## src/design/rls_pkg.sv

```systemverilog
`default_nettype none

package rls_pkg;

  // register indices on the command port
  localparam logic [4:0] REG_TX_BYTE      = 5'h00;
  localparam logic [4:0] REG_RX_LEVEL     = 5'h01;
  localparam logic [4:0] REG_BAD_PKT      = 5'h02;
  localparam logic [4:0] REG_GOOD_PKT     = 5'h03;
  localparam logic [4:0] REG_ACK_TMO      = 5'h04;
  localparam logic [4:0] REG_SEND_FAIL    = 5'h05;
  localparam logic [4:0] REG_ACKED_UNI    = 5'h06;
  localparam logic [4:0] REG_UNI_HOP_TMO  = 5'h07;
  localparam logic [4:0] REG_BC_HOP_TMO   = 5'h08;
  localparam logic [4:0] REG_ROLE         = 5'h09;
  localparam logic [4:0] REG_FLOOD_HOPS   = 5'h0A;
  localparam logic [4:0] REG_MAX_HOPS     = 5'h0B;
  localparam logic [4:0] REG_RELAY_SPAN   = 5'h0C;
  localparam logic [4:0] REG_RESEND_CAP   = 5'h0D;
  localparam logic [4:0] REG_BACKOFF_MAX  = 5'h0E;
  localparam logic [4:0] REG_OWN_TOP      = 5'h0F;
  localparam logic [4:0] REG_OWN_BOT      = 5'h10;
  localparam logic [4:0] REG_TGT_TOP      = 5'h11;
  localparam logic [4:0] REG_TGT_BOT      = 5'h12;

  // reset values and the tally ceiling
  localparam logic [15:0] TALLY_RST       = 16'h0000;
  localparam logic [15:0] TALLY_MAX       = 16'hFFFF;
  localparam logic [7:0]  RX_LEVEL_RST    = 8'h00;
  localparam logic [15:0] UNI_HOP_TMO_RST = 16'h00CF;
  localparam logic [15:0] BC_HOP_TMO_RST  = 16'h01BE;
  localparam logic [7:0]  ROLE_RST        = 8'h00;
  localparam logic [7:0]  FLOOD_HOPS_RST  = 8'h00;
  localparam logic [7:0]  MAX_HOPS_RST    = 8'h07;
  localparam logic [7:0]  RELAY_SPAN_RST  = 8'h03;
  localparam logic [7:0]  RESEND_CAP_RST  = 8'h01;
  localparam logic [7:0]  BACKOFF_MAX_RST = 8'h00;
  localparam logic [31:0] TGT_TOP_RST     = 32'h0000_0000;
  localparam logic [31:0] TGT_BOT_RST     = 32'h0000_FFFF;
  localparam logic [15:0] LFSR_SEED       = 16'hACE1;
  localparam logic        NET_ACK_EN_RST  = 1'b1;
  localparam logic [3:0]  NET_TRIES_RST   = 4'h2;

  // legal ranges
  localparam logic [7:0]  ROLE_MAX        = 8'h06;
  localparam logic [7:0]  HOPS_LIMIT      = 8'h20;
  localparam logic [7:0]  HOPS_MIN        = 8'h01;
  localparam logic [7:0]  RELAY_SPAN_MIN  = 8'h01;
  localparam logic [7:0]  RELAY_SPAN_MAX  = 8'h05;
  localparam logic [7:0]  RESEND_CAP_MAX  = 8'h07;

  // role field bit positions
  localparam int ROLE_HOLD_BIT  = 0;
  localparam int ROLE_NOROUTE_BIT = 1;
  localparam int ROLE_POLL_BIT  = 2;

  // backoff slot timing
  localparam int SYS_CLK_HZ      = 20_000_000;
  localparam int SLOT_MS         = 38;
  localparam int SLOT_CYCLES     = SYS_CLK_HZ / 1000 * SLOT_MS;

  // factory address, arbitrary neutral value
  localparam logic [63:0] OWN_ADDR_DEF = 64'h0000_0000_0000_0001;

endpackage

`default_nettype wire

```

## src/design/rls_bank.sv

```systemverilog
// Behaviour
// - count every sent byte, headers included
// - byte tally is 16 bits, wraps
// - host may load any 16-bit counter value
// - keep 8-bit last-hop signal magnitude
// - signal level reads zero until first packet
// - level and tallies volatile, reset on power-up
// - bad-packet tally counts errors, saturates
// - good-packet tally skips acks, saturates
// - ack-timeout tally counts timeouts, saturates
// - send-failure tally counts exhausted retries, saturates
// - acked-unicast tally counts ack requests, saturates
// - unicast hop timeout read-only, default 0xCF
// - broadcast hop timeout read-only, default 0x1BE
// - role bits: hold, no-route, poll
// - hold and poll never together, 0..6
// - flood hops 0..0x20, clipped to max hops
// - max hops 1..0x20, default 7
// - relay wait random slots up to span
// - resend cap 0..7 enables network acks
// - resend backoff random 38 ms slots
// - factory address read-only in two halves
// - target address writable, resets 0/0xFFFF
`timescale 1ns/1ps
`default_nettype none

module rls_bank
  import rls_pkg::*;
#(
  parameter int SLOT_LEN = SLOT_CYCLES   // cycles per 38 ms slot
)
(
  input  wire logic        clk_sys,
  input  wire logic        rst_n,
  // host command port
  input  wire logic        cmd_wr,
  input  wire logic        cmd_rd,
  input  wire logic [4:0]  cmd_idx,
  input  wire logic [31:0] cmd_wdata,
  output logic [31:0]      cmd_rdata,
  output logic             cmd_ack,
  output logic             cmd_err,
  // radio events, one-cycle pulses from the same clock
  input  wire logic        ev_tx_byte,
  input  wire logic        ev_rx_bad,
  input  wire logic        ev_rx_good,
  input  wire logic        ev_rx_is_ack,
  input  wire logic        ev_ack_timeout,
  input  wire logic        ev_send_fail,
  input  wire logic        ev_acked_unicast,
  input  wire logic        ev_rx_data,
  input  wire logic [7:0]  rx_level_in,
  // timeouts computed by the mac engine
  input  wire logic        hop_tmo_load,
  input  wire logic [15:0] uni_hop_tmo_in,
  input  wire logic [15:0] bc_hop_tmo_in,
  // backoff requests
  input  wire logic        relay_wait_req,
  input  wire logic        resend_wait_req,
  output logic             relay_wait_busy,
  output logic             resend_wait_busy,
  // configuration seen by the network layer
  output logic [7:0]       role_bits,
  output logic [7:0]       flood_hops_eff,
  output logic [7:0]       max_hops,
  output logic             net_ack_en,
  output logic [3:0]       net_send_tries,
  output logic [63:0]      target_address
);

  // counters and parameters
  logic [15:0] tx_byte_tally_r;
  logic [15:0] bad_packet_tally_r;
  logic [15:0] good_packet_tally_r;
  logic [15:0] ack_timeout_tally_r;
  logic [15:0] send_fail_tally_r;
  logic [15:0] acked_unicast_tally_r;
  logic [7:0]  last_rx_signal_level_r;
  logic [15:0] unicast_hop_timeout_r;
  logic [15:0] broadcast_hop_timeout_r;
  logic [7:0]  messaging_role_bits_r;
  logic [7:0]  flood_hop_limit_r;
  logic [7:0]  max_hop_count_r;
  logic [7:0]  relay_backoff_span_r;
  logic [7:0]  path_resend_cap_r;
  logic [7:0]  resend_backoff_max_r;
  logic [31:0] target_address_top_r;
  logic [31:0] target_address_bottom_r;
  logic [15:0] lfsr_r;            // random source for slot picks

  // write strobe per index
  function automatic logic wr_hit(input logic [4:0] idx);
    wr_hit = cmd_wr && (cmd_idx == idx);
  endfunction

  // saturating step; a host load beats the event in the same cycle
  function automatic logic [15:0] sat_step(input logic [15:0] v, input logic ev);
    sat_step = (ev && v != TALLY_MAX) ? v + 16'h0001 : v;
  endfunction

  // value check for writable parameters; bad values rejected whole
  // only the 8-bit parameters need bits 31:8 clear; tallies are checked
  // on bits 31:16 further down, and the target halves take any word
  function automatic logic cfg_ok(input logic [4:0] idx, input logic [7:0] v, input logic [23:0] hi);
    logic hi_clr;                 // upper bits of the write word all zero
    hi_clr = (hi == 24'h00_0000);
    unique case (idx)
      REG_ROLE:        cfg_ok = hi_clr && (v <= ROLE_MAX) && !(v[ROLE_HOLD_BIT] && v[ROLE_POLL_BIT]);
      REG_FLOOD_HOPS:  cfg_ok = hi_clr && (v <= HOPS_LIMIT);
      REG_MAX_HOPS:    cfg_ok = hi_clr && (v >= HOPS_MIN) && (v <= HOPS_LIMIT);
      REG_RELAY_SPAN:  cfg_ok = hi_clr && (v >= RELAY_SPAN_MIN) && (v <= RELAY_SPAN_MAX);
      REG_RESEND_CAP:  cfg_ok = hi_clr && (v <= RESEND_CAP_MAX);
      REG_BACKOFF_MAX: cfg_ok = hi_clr;
      default:         cfg_ok = 1'b1;
    endcase
  endfunction

  logic cfg_good;
  assign cfg_good = cfg_ok(cmd_idx, cmd_wdata[7:0], cmd_wdata[31:8]);

  // byte tally wraps rather than saturating
  always_ff @(posedge clk_sys or negedge rst_n)
  begin
    if (!rst_n)
      tx_byte_tally_r <= TALLY_RST;
    else if (wr_hit(REG_TX_BYTE))
      tx_byte_tally_r <= cmd_wdata[15:0];
    else if (ev_tx_byte)
      tx_byte_tally_r <= tx_byte_tally_r + 16'h0001;
  end

  // saturating event tallies
  always_ff @(posedge clk_sys or negedge rst_n)
  begin
    if (!rst_n)
    begin
      bad_packet_tally_r    <= TALLY_RST;
      good_packet_tally_r   <= TALLY_RST;
      ack_timeout_tally_r   <= TALLY_RST;
      send_fail_tally_r     <= TALLY_RST;
      acked_unicast_tally_r <= TALLY_RST;
    end
    else
    begin
      // each load wins over an event in the same cycle
      if (wr_hit(REG_BAD_PKT)) bad_packet_tally_r <= cmd_wdata[15:0];
      else bad_packet_tally_r <= sat_step(bad_packet_tally_r, ev_rx_bad);
      if (wr_hit(REG_GOOD_PKT)) good_packet_tally_r <= cmd_wdata[15:0];
      else good_packet_tally_r <= sat_step(good_packet_tally_r, ev_rx_good && !ev_rx_is_ack);
      if (wr_hit(REG_ACK_TMO)) ack_timeout_tally_r <= cmd_wdata[15:0];
      else ack_timeout_tally_r <= sat_step(ack_timeout_tally_r, ev_ack_timeout);
      if (wr_hit(REG_SEND_FAIL)) send_fail_tally_r <= cmd_wdata[15:0];
      else send_fail_tally_r <= sat_step(send_fail_tally_r, ev_send_fail);
      if (wr_hit(REG_ACKED_UNI)) acked_unicast_tally_r <= cmd_wdata[15:0];
      else acked_unicast_tally_r <= sat_step(acked_unicast_tally_r, ev_acked_unicast);
    end
  end

  // last-hop signal level, zero until the first data packet
  always_ff @(posedge clk_sys or negedge rst_n)
  begin
    if (!rst_n)
      last_rx_signal_level_r <= RX_LEVEL_RST;
    else if (ev_rx_data)
      last_rx_signal_level_r <= rx_level_in;
  end

  // hop timeouts: host cannot write, mac engine refreshes them
  // no host path here: writes to these indices answer with an error
  always_ff @(posedge clk_sys or negedge rst_n)
  begin
    if (!rst_n)
    begin
      unicast_hop_timeout_r   <= UNI_HOP_TMO_RST;
      broadcast_hop_timeout_r <= BC_HOP_TMO_RST;
    end
    else if (hop_tmo_load)
    begin
      unicast_hop_timeout_r   <= uni_hop_tmo_in;
      broadcast_hop_timeout_r <= bc_hop_tmo_in;
    end
  end

  // network parameters, out-of-range writes leave old value
  always_ff @(posedge clk_sys or negedge rst_n)
  begin
    if (!rst_n)
    begin
      messaging_role_bits_r   <= ROLE_RST;
      flood_hop_limit_r       <= FLOOD_HOPS_RST;
      max_hop_count_r         <= MAX_HOPS_RST;
      relay_backoff_span_r    <= RELAY_SPAN_RST;
      path_resend_cap_r       <= RESEND_CAP_RST;
      resend_backoff_max_r    <= BACKOFF_MAX_RST;
      target_address_top_r    <= TGT_TOP_RST;
      target_address_bottom_r <= TGT_BOT_RST;
    end
    else if (cmd_wr && cfg_good)
    begin
      unique case (cmd_idx)
        REG_ROLE:        messaging_role_bits_r <= cmd_wdata[7:0];
        REG_FLOOD_HOPS:  flood_hop_limit_r <= cmd_wdata[7:0];
        REG_MAX_HOPS:    max_hop_count_r <= cmd_wdata[7:0];
        REG_RELAY_SPAN:  relay_backoff_span_r <= cmd_wdata[7:0];
        REG_RESEND_CAP:  path_resend_cap_r <= cmd_wdata[7:0];
        REG_BACKOFF_MAX: resend_backoff_max_r <= cmd_wdata[7:0];
        REG_TGT_TOP:     target_address_top_r <= cmd_wdata;
        REG_TGT_BOT:     target_address_bottom_r <= cmd_wdata;
        default:         ;
      endcase
    end
  end

  // free-running lfsr for random slot counts
  // both waits share one lfsr, so their picks correlate; fine for a backoff
  always_ff @(posedge clk_sys or negedge rst_n)
  begin
    if (!rst_n)
      lfsr_r <= LFSR_SEED;
    else
      lfsr_r <= {lfsr_r[14:0], lfsr_r[15] ^ lfsr_r[13] ^ lfsr_r[12] ^ lfsr_r[10]};
  end

  // slot tick shared by both waits
  // free-running, so a wait starts mid-slot and its first slot is short
  logic [31:0] slot_cnt_r;
  logic        slot_tick;
  assign slot_tick = (slot_cnt_r == 32'(SLOT_LEN - 1));
  always_ff @(posedge clk_sys or negedge rst_n)
  begin
    if (!rst_n)
      slot_cnt_r <= 32'h0000_0000;
    else if (slot_tick)
      slot_cnt_r <= 32'h0000_0000;
    else
      slot_cnt_r <= slot_cnt_r + 32'h0000_0001;
  end

  // relay wait: random 0..span slots; slot length reused, limitation
  // a pick of zero still holds busy until the next slot tick, so the
  // wait always ends on a tick edge
  logic [7:0] relay_left_r;
  always_ff @(posedge clk_sys or negedge rst_n)
  begin
    if (!rst_n)
    begin
      relay_left_r    <= 8'h00;
      relay_wait_busy <= 1'b0;
    end
    else if (relay_wait_req && !relay_wait_busy)
    begin
      relay_left_r    <= 8'(lfsr_r[7:0] % (relay_backoff_span_r + 8'h01));
      relay_wait_busy <= 1'b1;
    end
    else if (relay_wait_busy && slot_tick)
    begin
      if (relay_left_r == 8'h00)
        relay_wait_busy <= 1'b0;
      else
        relay_left_r <= relay_left_r - 8'h01;
    end
  end

  // resend wait: random 0..max-1 slots of 38 ms, none when max is zero
  // a pick of n clears busy on the n-th tick, the first one possibly partial
  logic [7:0] resend_left_r;
  always_ff @(posedge clk_sys or negedge rst_n)
  begin
    if (!rst_n)
    begin
      resend_left_r    <= 8'h00;
      resend_wait_busy <= 1'b0;
    end
    else if (resend_wait_req && !resend_wait_busy)
    begin
      if (resend_backoff_max_r != 8'h00)
      begin
        resend_left_r    <= 8'(lfsr_r[15:8] % resend_backoff_max_r);
        resend_wait_busy <= (lfsr_r[15:8] % resend_backoff_max_r) != 8'h00;
      end
    end
    else if (resend_wait_busy && slot_tick)
    begin
      if (resend_left_r <= 8'h01)
        resend_wait_busy <= 1'b0;
      else
        resend_left_r <= resend_left_r - 8'h01;
    end
  end

  // configuration outputs, registered
  // one cycle behind the registers, so the network layer sees clean values
  always_ff @(posedge clk_sys or negedge rst_n)
  begin
    if (!rst_n)
    begin
      role_bits      <= ROLE_RST;
      flood_hops_eff <= FLOOD_HOPS_RST;
      max_hops       <= MAX_HOPS_RST;
      net_ack_en     <= NET_ACK_EN_RST;
      net_send_tries <= NET_TRIES_RST;
      target_address <= {TGT_TOP_RST, TGT_BOT_RST};
    end
    else
    begin
      role_bits      <= messaging_role_bits_r;
      flood_hops_eff <= (flood_hop_limit_r > max_hop_count_r) ? max_hop_count_r : flood_hop_limit_r;
      max_hops       <= max_hop_count_r;
      net_ack_en     <= path_resend_cap_r != 8'h00;
      net_send_tries <= (path_resend_cap_r != 8'h00) ? 4'(path_resend_cap_r + 8'h01) : 4'h1;
      target_address <= {target_address_top_r, target_address_bottom_r};
    end
  end

  // read mux
  // unknown indices fall to the default and raise the error answer
  logic [31:0] rd_val;
  logic        rd_hit;
  always_comb
  begin
    rd_hit = 1'b1;
    rd_val = 32'h0000_0000;
    unique case (cmd_idx)
      REG_TX_BYTE:     rd_val = {16'h0000, tx_byte_tally_r};
      REG_RX_LEVEL:    rd_val = {24'h00_0000, last_rx_signal_level_r};
      REG_BAD_PKT:     rd_val = {16'h0000, bad_packet_tally_r};
      REG_GOOD_PKT:    rd_val = {16'h0000, good_packet_tally_r};
      REG_ACK_TMO:     rd_val = {16'h0000, ack_timeout_tally_r};
      REG_SEND_FAIL:   rd_val = {16'h0000, send_fail_tally_r};
      REG_ACKED_UNI:   rd_val = {16'h0000, acked_unicast_tally_r};
      REG_UNI_HOP_TMO: rd_val = {16'h0000, unicast_hop_timeout_r};
      REG_BC_HOP_TMO:  rd_val = {16'h0000, broadcast_hop_timeout_r};
      REG_ROLE:        rd_val = {24'h00_0000, messaging_role_bits_r};
      REG_FLOOD_HOPS:  rd_val = {24'h00_0000, flood_hop_limit_r};
      REG_MAX_HOPS:    rd_val = {24'h00_0000, max_hop_count_r};
      REG_RELAY_SPAN:  rd_val = {24'h00_0000, relay_backoff_span_r};
      REG_RESEND_CAP:  rd_val = {24'h00_0000, path_resend_cap_r};
      REG_BACKOFF_MAX: rd_val = {24'h00_0000, resend_backoff_max_r};
      REG_OWN_TOP:     rd_val = OWN_ADDR_DEF[63:32];
      REG_OWN_BOT:     rd_val = OWN_ADDR_DEF[31:0];
      REG_TGT_TOP:     rd_val = target_address_top_r;
      REG_TGT_BOT:     rd_val = target_address_bottom_r;
      default:         rd_hit = 1'b0;
    endcase
  end

  // write to read-only, unknown index or bad value: error answer
  logic wr_bad;
  assign wr_bad = !rd_hit || !cfg_good || (cmd_idx == REG_RX_LEVEL) || (cmd_idx == REG_UNI_HOP_TMO)
                  || (cmd_idx == REG_BC_HOP_TMO) || (cmd_idx == REG_OWN_TOP) || (cmd_idx == REG_OWN_BOT)
                  || ((cmd_idx <= REG_ACKED_UNI) && (cmd_wdata[31:16] != 16'h0000));

  // command answer one cycle after the request
  // rdata forced to zero outside reads so the bus idles quietly
  always_ff @(posedge clk_sys or negedge rst_n)
  begin
    if (!rst_n)
    begin
      cmd_rdata <= 32'h0000_0000;
      cmd_ack   <= 1'b0;
      cmd_err   <= 1'b0;
    end
    else
    begin
      cmd_ack   <= cmd_wr || cmd_rd;
      cmd_err   <= (cmd_rd && !rd_hit) || (cmd_wr && wr_bad);
      cmd_rdata <= cmd_rd ? rd_val : 32'h0000_0000;
    end
  end

endmodule

`default_nettype wire

```

## config.mk

```make
export PLATFORM = sky130hd
export DESIGN_NAME = rls_bank
export DESIGN_NICKNAME = d
export VERILOG_FILES = /design/src/design/rls_pkg.sv /design/src/design/rls_bank.sv
export SDC_FILE = /design/constraint.sdc
export NUM_CORES = 1
export LEC_CHECK = 0
export BUFFER_PORTS_ARGS = -buffer_cell sky130_fd_sc_hd__buf_2
export CAP_MARGIN = 40
export CORE_MARGIN = 3
export CORE_UTILIZATION = 30
export DETAILED_ROUTE_END_ITERATION = 7
export PLACE_DENSITY = 0.47
export SLEW_MARGIN = 30
export SYNTH_ARGS = -nofsm -noshare
export SYNTH_HDL_FRONTEND = slang
export SYNTH_SLANG_ARGS = --single-unit
```

## constraint.sdc

```tcl
create_clock -name clk_sys -period 35.3 [get_ports clk_sys]
set_input_delay 7.06 -clock clk_sys [delete_from_list [all_inputs] [get_ports clk_sys]]
set_output_delay 7.06 -clock clk_sys [all_outputs]
set_load 0.02 [all_outputs]
```

==> run summary, run 1 <==
For the number of buffers on the longest clock path, the log shows 3. Yosys attributes the largest share of cell area to sky130_fd_sc_hd__dfrtp_1 (41%), sky130_fd_sc_hd__dfstp_2 (7.3%), sky130_fd_sc_hd__mux2_2 (6.9%), sky130_fd_sc_hd__ha_1 (5.3%), sky130_fd_sc_hd__nor2_1 (4.1%). The netlist area before placement was 0.0231 mm^2.

The proportion of synthesized chip area in sequential cells came out at 48.2%. Timing would allow up to 0.0733 GHz. Area share of the leading cell type in the synthesized netlist: 40.9%. Detailed placement finished with a half-perimeter wire length of 55.6 mm.

By count the netlist is led by sky130_fd_sc_hd__dfrtp_1 (377), sky130_fd_sc_hd__nor2_1 (249), sky130_fd_sc_hd__nand2_1 (143). Sum of negative setup slack: 0 ns. For this configuration, the core starts out at a cell density of 30.3%.

After clock tree synthesis, the clock-pin slew on the worst setup and hold paths is 0.07 ns. STA puts the critical path data required time at 35.84 ns. The tools report the count of pins over their slew limit as 0. The number of vias in the routed layout came out at 18377.

The leading area contributor after synthesis is sky130_fd_sc_hd__dfrtp_1. The dominant synthesized flop cell is sky130_fd_sc_hd__dfrtp_1. The tools report the total setup violations reported at the end of the flow as 0. The count of flip-flops with a built-in enable after synthesis came out at 0. The DRC violation count after routing is 0.

The initial antenna violation count is 10, and the remaining antenna violation count is 0. Yosys printed 0 warnings. Share of synthesized flip-flops with an asynchronous set or reset: 100%.

The cell class contributing the biggest share of worst-path delay was compound AO/OA/AOI/OAI gates. The tree built by TritonCTS fans out to 441 sinks. The horizontal extent of the die is 283 um, and the setup fix buffers added after clock tree synthesis is 0. The logs give 6 for the first-pass iteration count of the detailed router and 52 for the clock buffer count from CTS.

Of the cells placed in the final design, the portion with a size suffix greater than 1 is 24.3%. The slowest stage of the critical path belongs to the cell sky130_fd_sc_hd__dfstp_2. The tools report the number of failing hold endpoints at the final stage as 0.

For this block, the routed nets add up to 76.6 mm of wire. The min-delay analysis places its worst path in the category reg -> reg. Count of max-cap constraint violations: 0. The post-synthesis sequential element count came out at 441.

The launching element type of the critical path was a flop. The run finished with clean final reports. On the worst path, the slowest cell contributes a delay of 0.73 ns. The number of nets in the final layout came out at 2633. The tools report the data arrival at the endpoint of the critical path as 14.18 ns. In the routed layout, each cell is associated on average with a via count of 5.22. Routability-driven placement finished with a final weighted congestion of 0.856. Placeable core area: 0.0761 mm^2. The number of gates resized after CTS is 0, and the signed area change from the synthesized netlist to the final layout is 18.6%. Row generation in the floorplan step produced 101 rows. Cells fill 36.0% of the core in the end. The die height was 283 um. The final period utilization came out at 38.6%. The critical path in this run is classified as reg -> reg. By instance count, the cell type seen most on the critical path is sky130_fd_sc_hd__ha_1. The run gives 18475 as the via count of the first global-routing pass.

Most common cell in the netlist: sky130_fd_sc_hd__dfrtp_1. Setup repair after global routing left no endpoint under its margin. The transition time of the tightest slew-check pin was 0.803 ns. Clock tree synthesis selected as its root buffer the cell sky130_fd_sc_hd__clkbuf_16. Across all hold checks on the routed design, the worst slack comes to 0.376 ns. The final critical path time including I/O delays and setup was 13.63 ns; the overall die area was 0.0803 mm^2. The tools report the maximum number of pins on one net before global-route repair as 167.

H-tree depth: 2. Port buffer count: 220. The average instance area after synthesis was 10.4 um^2; the post-synthesis instance total was 2228.

For the worst-skew pair, the clock arrives at the later sink with an insertion delay of 0.63 ns. STA classifies the critical path endpoint as a flop. Number of buffer and inverter stages on the critical path: 3.

Between clock sinks in the finished design, the worst skew comes to 0.0356 ns. The wire length of the first global-routing pass is 116 mm, and the relative slew slack is 46.3%. The total global routing track utilization was 18.7%. The detailed router finished its first iteration with 1348 violations. The post-synthesis cell type count is 89, and the I/O pin count is 221.

Number of nets produced by synthesis: 2419. TritonCTS built the clock tree. The largest fanout of any net on the critical path is 15. Dividing the detail-routed wire length by the instance count gives 21.8 um. After global routing the overflow that remains totals 0. The tools report the number of hold buffers added after CTS as 0.
path summary, 6_finish.rpt:
kind / start / end / slack (ns) / cells after the start
min: target_address_bottom_r[12] / target_address[12] / 0.38 / 0
max: relay_backoff_span_r[0] / relay_left_r[7] / 21.67 / 51
min in group asynchronous: rst_n / slot_cnt_r[23] / 6.36 / 1
max in group asynchronous: rst_n / target_address_bottom_r[5] / 27.07 / 5
max reg2reg: relay_backoff_span_r[0] / relay_left_r[7] / 21.67 / 51
min reg2reg: target_address_bottom_r[12] / target_address[12] / 0.38 / 0
kinds of logic after synthesis:
| kind of cell | count (synthesis) | synth area share (%) |
|---|---|---|
| compound gates | 497 | 14.9 |
| xor+xnor | 166 | 6.30 |
| fa+ha+maj | 99 | 5.44 |
| buf+inv | 164 | 3.02 |
| flops | 441 | 48.2 |
| mux | 156 | 7.54 |
| simple gates | 705 | 14.6 |
routing by layer:
layer | routed length (um) | global-route usage [%]
met1 | 35400 | 26.9
met2 | 33600 | 28.7
met3 | 5820 | 3.68
met4 | 1690 | 4.73
met5 | 23 | 0
cell usage in the layout (no fill, tap or decap), types with 64 or more instances in the layout:
cell type	synthesis	routed
sky130_fd_sc_hd__dfstp_2	64	64
sky130_fd_sc_hd__buf_2	1	220
sky130_fd_sc_hd__dfrtp_1	377	377
sky130_fd_sc_hd__mux2_2	142	142
sky130_fd_sc_hd__xnor2_1	91	91
sky130_fd_sc_hd__a22oi_1	70	70
sky130_fd_sc_hd__ha_1	97	97
sky130_fd_sc_hd__a21oi_1	140	140
sky130_fd_sc_hd__nand3_1	71	71
sky130_fd_sc_hd__nor2_1	249	248
sky130_fd_sc_hd__nand2_1	143	141
sky130_fd_sc_hd__xor2_1	75	75
state kept, by name, indices dropped and copies added (netlist names), 32 cells and up:
signal / cells
target_address: 64
target_address_top_r: 32
slot_cnt_r: 32
target_address_bottom_r: 32
cmd_rdata: 32
layout make-up:
cell class / count / area [um^2]
repair buffers: 263 / 1580
inverters: 61 / 229
multi-input cells: 1623 / 11300
flip-flops and latches: 441 / 11100
clock inverters: 23 / 344
well taps: 1030 / 1290
diodes: 3 / 7.51
fillers: 7634 / 48700
clock buffers: 74 / 1500
stage by stage:
step	cells	worst slack, ns	instance area, um^2
2_1_floorplan	2228	22.92	23100
3_3_place_gp	3397	22.16	25200
3_5_place_dp	3413	21.91	25400
4_1_cts	3510	21.85	27300
5_1_grt	3516	20.79	27400
6_report	3518	21.67	27400
Power of run 1 is not shown: default switching activity piles up to over one toggle a cycle in this logic, so the estimate is an artifact.
==> run 2: changes to the inputs <==
ABC_AREA = 1   (was default)
clock period = 13.2 ns   (was 35.3 ns; I/O delays follow)
==> run summary, run 2 <==
The initial antenna violation count came out at 7 (-3). The highest cell delay on the worst timing path came out at 0.68 ns (-0.05 ns). The share of post-route cells with drive strength above 1 is 17.8% (-6.4 points), and the netlist area before placement is 0.0237 mm^2 (+2.9%). After synthesis, the largest family of logic cells by area is simple AND/OR/NAND/NOR gates. The number of clock sinks came out at 441 (unchanged). The number of cells traversed by the worst hold path was 0 (unchanged). Number of buffers on the longest clock path: 3 (unchanged).

The final period utilization came out at 89.0% (+50 points). The run finished with clean final reports. The largest fanout of any net on the critical path came out at 12 (-3). The depth of the worst register-to-register path is 84 (+65%), and the wire length of the first global-routing pass is 127 mm (+9.1%). The slowest stage of the critical path belongs to the cell sky130_fd_sc_hd__dfstp_2. The worst hold path begins at target_address_bottom_r[9]. The tools report the remaining antenna violation count as 0 (unchanged). The horizontal extent of the die works out to 287 um (+1.4%). The path with the worst hold slack has its endpoint at target_address[9]. In the synthesized netlist the dominant register cell turns out to be sky130_fd_sc_hd__dfrtp_1. The most common cell in the netlist was sky130_fd_sc_hd__nand2_1. Count of non-filler cells in the finished layout: 4075 (+16%).

The tools report the first-pass iteration count of the detailed router as 6 (unchanged). The total global routing track utilization came out at 19.9% (+1.2 points). The library cell used most frequently in the layout, excluding fill and tap cells, is sky130_fd_sc_hd__nand2_1. The tools report the via count of the first global-routing pass as 20594 (+11%).

The run gives 0.0261 mm^2 (+2.5%) as the total cell area at the placement stage. Library cell appearing most often on the critical path: sky130_fd_sc_hd__nand2_1. For the floorplan row count, the log shows 102 (+0.99%).

STA classifies the critical path startpoint as a flop. The post-synthesis instance total was 2748 (+23%). CTS placed an instance of sky130_fd_sc_hd__clkbuf_16 at the clock tree root. Worst setup path category: reg -> reg. The number of vias in the routed layout came out at 20459 (+11%).

In the layout the commonest cells are sky130_fd_sc_hd__nand2_1 (535), sky130_fd_sc_hd__inv_1 (380), sky130_fd_sc_hd__dfrtp_1 (377). Worst flop-to-flop path endpoint: relay_left_r[2]. The placeable core area came out at 0.0778 mm^2 (+2.3%). The simple logic cell fraction of the synthesized area was 19.0% (+4.4 points). The logs give 0 (unchanged) for the count of pins over their slew limit and 41.5% (-4.7 points) for the relative slew slack. For the data arrival at the endpoint of the critical path, the log shows 12.28 ns (-1.90 ns).

Type of the worst min-delay path: reg -> reg. The total wire length is 82.7 mm (+8.0%). The number of flip-flops in the largest register is 64 (unchanged). The area share of the leading cell type in the synthesized netlist came out at 39.7% (-1.1 points). The count of flip-flops with a built-in enable after synthesis is 0 (unchanged), and the port buffer count is 220 (unchanged). Proportion of synthesized chip area in sequential cells: 46.8% (-1.4 points).

TritonCTS built the clock tree. The total instance count after detailed placement was 3968 (+16%); the average wire per cell in the routed design was 20.3 um (-6.8%). The starting density of the core came out at 30.5% (+0.17 points). The fill cell instance count of the final layout is 8140 (+6.6%). The tools report the clock buffer count from CTS as 53 (+1.9%). The average instance area after synthesis was 8.64 um^2 (-17%); the peak clock frequency supported by timing was 0.0851 GHz (+16%). Largest register by flop count: target_address. H-tree depth: 2 (unchanged).

The residual overflow from global routing was 0 (unchanged); the required time at the worst-slack endpoint was 13.74 ns (-22.10 ns). Synthesized-area fraction occupied by ao, oa, aoi and oai cells: 14.2% (-0.72 points). The number of nets in the final layout is 3178 (+21%), and the weighted congestion at the end of routability-driven global placement is 0.920 (+7.4%). The synthesized design spends more area on one cell type than any other, namely sky130_fd_sc_hd__dfrtp_1.

The I/O pin count came out at 221 (unchanged). The transition time of the tightest slew-check pin came out at 0.855 ns (+0.0515 ns). The DRC violation count after routing came out at 0 (unchanged).

The share of synthesized flip-flops with an asynchronous set or reset is 100% (unchanged), and the finished layout cell area is 0.0280 mm^2 (+2.3%). The synthesis warning total is 0 (unchanged), and the post-synthesis adder-cell area fraction is 5.28% (-0.15 points). The tools report the overall die area as 0.0825 mm^2 (+2.8%).

The clock-pin slew reported for the worst setup and hold paths after clock tree synthesis is 0.06 ns (about the same). The run gives 1.45 ns (-20.21 ns) as the register-to-register setup slack. The number of failing hold endpoints at the final stage is 0 (unchanged). The multiplexer share of the synthesized area is 2.42% (-5.1 points). Setup repair after global routing left no endpoint under its margin. The post-synthesis cell type count was 60 (-33%). The logs give 0 (unchanged) for the count of max-cap constraint violations and 0 (unchanged) for the total setup violations reported at the end of the flow. Yosys attributes the largest share of cell area to sky130_fd_sc_hd__dfrtp_1 (40%), sky130_fd_sc_hd__nand2_1 (8.5%), sky130_fd_sc_hd__dfstp_2 (7.1%), sky130_fd_sc_hd__inv_1 (6.0%), sky130_fd_sc_hd__ha_1 (5.1%).

The worst clock skew was 0.0581 ns (+0.0225 ns); the final critical path time including I/O delays and setup was 11.75 ns (-1.89 ns). The signed area change from the synthesized netlist to the final layout is 17.9%, and the number of nets produced by synthesis is 2939 (+21%). Vias per cell: 5.02 (-3.9%). The run gives 0.63 ns (about the same) as the clock insertion delay at the later pin of the skew report. The worst setup path is captured at a flop.

The die height is 287 um (+1.4%), and the maximum number of pins on one net before global-route repair is 91 (-46%). The area share of xor/xnor cells in the synthesized design works out to 4.54% (-1.8 points). The iteration-0 DRC count of the detailed router was 1659 (+23%); the post-detailed-placement half-perimeter wirelength was 62.8 mm (+13%).

The tools report the number of hold buffers added after CTS as 0 (unchanged). The commonest cells after synthesis are sky130_fd_sc_hd__nand2_1 (536), sky130_fd_sc_hd__inv_1 (380), sky130_fd_sc_hd__dfrtp_1 (377). The worst register-to-register path begins at relay_backoff_span_r[0].

The post-synthesis sequential element count was 441 (unchanged). The sum of negative setup slack came out at 0 ns (unchanged).
==> run 2: cell count changes after synthesis, sizes merged, moves of 63 or more <==
cell,before,now
nand3,71,145
nand2,143,543
inv,61,400
o21ai,59,210
mux2,142,51
o221ai,2,65
nor2,249,183
==> run 2: cells by family (layout without fill, tap and decap cells) <==
kind of cell    after synthesis  after routing
fa+ha+maj                    99             99
other cells                   0              3
flops                       441            441
simple gates               1020           1020
xor+xnor                    123            123
compound gates              542            542
mux                          51             51
buf+inv                     472            756
==> run 2: stage by stage <==
step                      util, %  setup slack (ns)  hold WS, ns
final                        36.0              1.45        0.366
after global routing         36.0            0.0100        0.372
after detailed placement     33.5              1.16        0.358
after CTS                    35.9              1.07        0.368
after floorplan                 -              3.09        0.354
after global placement       33.4              1.54        0.357
==> run 2: how the worst max path moves through the flow <==
stage	depth (start not counted)	end	slack, ns	from
6_report	84	relay_left_r[2]	1.45	relay_backoff_span_r[0]
5_1_grt	84	relay_left_r[2]	0.01	relay_backoff_span_r[0]
4_1_cts	81	relay_left_r[3]	1.07	relay_backoff_span_r[0]
3_5_place_dp	81	relay_left_r[3]	1.16	relay_backoff_span_r[0]
3_3_place_gp	82	relay_left_r[1]	1.54	relay_backoff_span_r[0]
2_1_floorplan	88	relay_left_r[0]	3.09	relay_backoff_span_r[0]
==> run 2: critical path: cells and delay by family (launching register included) <==
| family | cells | cell delay [ns] |
|---|---|---|
| AND/OR/NAND/NOR | 44 | 4.42 |
| adder cells (fa/ha/maj) | 8 | 2.52 |
| buffers and inverters | 11 | 0.90 |
| AO/OA/AOI/OAI | 21 | 3.12 |
| flip-flops | 1 | 0.68 |
==> run 2: area by class of cell <==
cell class	count	area [um^2]	share of cell area, %
Timing Repair Buffer	248	1400	4.99
Antenna cell	3	7.51	0.0268
Inverter	408	1530	5.47
Sequential cell	441	11100	39.7
Clock buffer	72	1480	5.28
Clock inverter	28	357	1.27
Multi-Input combinational cell	1835	10800	38.6
Tap cell	1040	1300	4.65
==> run 2: repair_timing <==
item | 4_1_cts | 5_1_grt
setup buffers | 0 | 0
resized for setup | 0 | 2
hold endpoints to repair | 0 | 0
endpoints found under the setup margin | 0 | 7
==> run 2: metal layers <==
layer	up-vias	GRT usage, %	wire length (um)
li1	9707	-	-
met1	9968	27.4	37000
met2	637	30.5	36300
met3	141	4.83	6230
met4	6	6.94	2980
met5	-	0.833	118
Power of run 2 is left out for the same reason.
==> run 3: changes to the inputs <==
clock period = 14.6 ns   (was 13.2 ns; I/O delays follow)
==> run summary, run 3 (synthesis results as in run 2) <==
The total area of sequential cells came out at 0.0111 mm^2 (unchanged). Setup fix buffers added after clock tree synthesis: 0 (unchanged). The tools report the wire length of the first global-routing pass as 126 mm (-0.42%).

The final period utilization was 82.5% (-6.5 points); the signed area change from the synthesized netlist to the final layout was 18.2%. The tools report the total global routing track utilization as 19.9% (-0.047 points). The tools report the number of failing hold endpoints at the final stage as 0 (unchanged). The number of flip-flops in the largest register is 64 (unchanged). Counting stages on the worst path, the most repeated cell is sky130_fd_sc_hd__nand2_1. The final critical path time including I/O delays and setup is 12.04 ns (+0.297 ns). The run gives 4073 (-0.049%) as the count of non-filler cells in the finished layout.

TritonCTS built the clock tree. The depth of the worst register-to-register path is 81 (-3.6%). Setup repair after global routing left no endpoint under its margin. The cell at the slowest stage of the critical path was sky130_fd_sc_hd__dfstp_2. The relative slew slack was 40.2% (-1.3 points); the required time at the worst-slack endpoint was 15.13 ns (+1.39 ns). The library cells used most frequently in the layout, excluding fill and tap cells, are sky130_fd_sc_hd__nand2_1 (536), sky130_fd_sc_hd__inv_1 (380), sky130_fd_sc_hd__dfrtp_1 (377). Leaving out fill and tap cells, the most frequent cell in the layout is sky130_fd_sc_hd__nand2_1.

The area of the multi-input gates is 0.0108 mm^2 (about the same), and the register-to-register setup slack is 2.56 ns (+1.10 ns). The run gives 0.0778 mm^2 (unchanged) as the placeable core area. The run gives 0 (unchanged) as the remaining antenna violation count. The run finished with clean final reports. The total wire length came out at 82.7 mm (about the same). The transition time of the tightest slew-check pin is 0.874 ns (+0.0192 ns).

The run gives 0 (unchanged) as the total setup violations reported at the end of the flow. The run gives 20570 (+0.54%) as the number of vias in the routed layout. Highest cell delay on the worst timing path: 0.69 ns (about the same).

More flip-flops sit in one register than any other, and that register is target_address. The critical path startpoint is relay_backoff_span_r[0]. Following the worst setup path forward leads to its endpoint at relay_left_r[2].

I/O pin count: 221 (unchanged). The post-detailed-placement half-perimeter wirelength was 62.8 mm (about the same); the clock buffer count from CTS was 53 (unchanged). The logs give 0.0825 mm^2 (unchanged) for the overall die area and 3 (unchanged) for the number of buffers on the longest clock path. In this run the clock root is driven by a sky130_fd_sc_hd__clkbuf_16. The number of nets in the final layout was 3176 (-0.063%); the share of post-route cells with drive strength above 1 was 17.7% (-0.11 points). The average wire per cell in the routed design was 20.3 um (+0.10%); the starting density of the core was 30.5% (unchanged). The run gives 3968 (unchanged) as the total instance count after detailed placement. The peak clock frequency supported by timing was 0.0830 GHz (-2.5%). The iteration-0 DRC count of the detailed router was 1665 (+0.36%); the vias per cell was 5.05 (+0.59%).

The number of clock sinks was 441 (unchanged); the clock-pin slew reported for the worst setup and hold paths after clock tree synthesis was 0.06 ns (about the same). The run gives 0.0300 ns (-0.0281 ns) as the worst clock skew. The run gives 0.62 ns (about the same) as the clock insertion delay at the later pin of the skew report. The weighted congestion at the end of routability-driven global placement was 0.918 (-0.21%). The DRC violation count after routing came out at 0 (unchanged). The die height is 287 um (unchanged). Largest fanout of any net on the critical path: 12 (unchanged). H-tree depth: 2 (unchanged). Initial antenna violation count: 7 (unchanged).

The via count of the first global-routing pass is 20617 (+0.11%), and the number of gates resized after CTS is 0 (unchanged). The count of pins over their slew limit was 0 (unchanged). The floorplan row count is 102 (unchanged). The horizontal extent of the die was 287 um (unchanged); the residual overflow from global routing was 0 (unchanged). In this run the critical register-to-register path is captured at relay_left_r[2]. Source of the worst register-to-register timing path: relay_backoff_span_r[0]. The fill cell instance count of the final layout is 8117 (-0.28%), and the maximum number of pins on one net before global-route repair is 128 (+41%). The critical path in this run is classified as reg -> reg. The sum of negative setup slack is 0 ns (unchanged). For the first-pass iteration count of the detailed router, the log shows 6 (unchanged). The logs give 0 (unchanged) for the number of hold buffers added after CTS and 12.57 ns (+0.29 ns) for the data arrival at the endpoint of the critical path. The port buffer count was 220 (unchanged).

The capturing element type of the critical path was a flop. The launching element type of the critical path was a flop. Type of the worst min-delay path: reg -> reg.

The tools report the count of max-cap constraint violations as 0 (unchanged).
## run 3: changes by cell type in the layout (fill, tap and decap cells not counted), sizes merged
cell	before	now
clkinv	24	18
buf	247	246
clkinvlp	3	1
diode	3	4
clkbuf	73	78
bufinv	6	7
## run 3: final cells by class
class,count,area share [%]
Antenna cell,4,0.0357
Inverter,408,5.46
Tap cell,1040,4.64
Timing Repair Buffer,246,4.98
Clock inverter,21,1.15
Multi-Input combinational cell,1835,38.5
Clock buffer,78,5.60
Sequential cell,441,39.6
## run 3: metrics by stage
stage,util (%),hold WS [ns],area [um^2],worst slack (ns)
detailed placement,33.5,0.356,26100,2.49
floorplan,-,0.354,23700,4.49
finish,36.0,0.364,28000,2.56
global placement,33.4,0.357,26000,2.94
CTS,35.9,0.364,28000,2.45
global route,36.0,0.369,28000,0.947
## run 3: worst min-delay path by stage
stage | startpoint | endpoint | slack [ns] | depth (start not counted)
6_report | target_address_bottom_r[2] | target_address[2] | 0.36 | 0
5_1_grt | target_address_bottom_r[4] | target_address[4] | 0.37 | 0
4_1_cts | target_address_bottom_r[4] | target_address[4] | 0.36 | 0
3_5_place_dp | target_address_bottom_r[4] | target_address[4] | 0.36 | 0
3_3_place_gp | target_address_bottom_r[3] | target_address[3] | 0.36 | 0
2_1_floorplan | max_hop_count_r[3] | max_hops[3] | 0.35 | 0
## run 3: layer usage
metal	up-vias	wire, um	global-route usage [%]
li1	9704	-	-
met1	10107	37300	27.5
met2	639	37000	31.3
met3	118	5980	4.26
met4	2	2360	5.92
met5	-	11	0
## run 3: worst max-delay path, delay by kind of cell, from the launching register on
kind / cells / cell delay (ns)
xor+xnor: 1 / 0.66
buf+inv: 10 / 0.87
compound gates: 21 / 3.23
simple gates: 42 / 4.22
fa+ha+maj: 7 / 2.29
flops: 1 / 0.69
Power of run 3 is left out for the same reason.
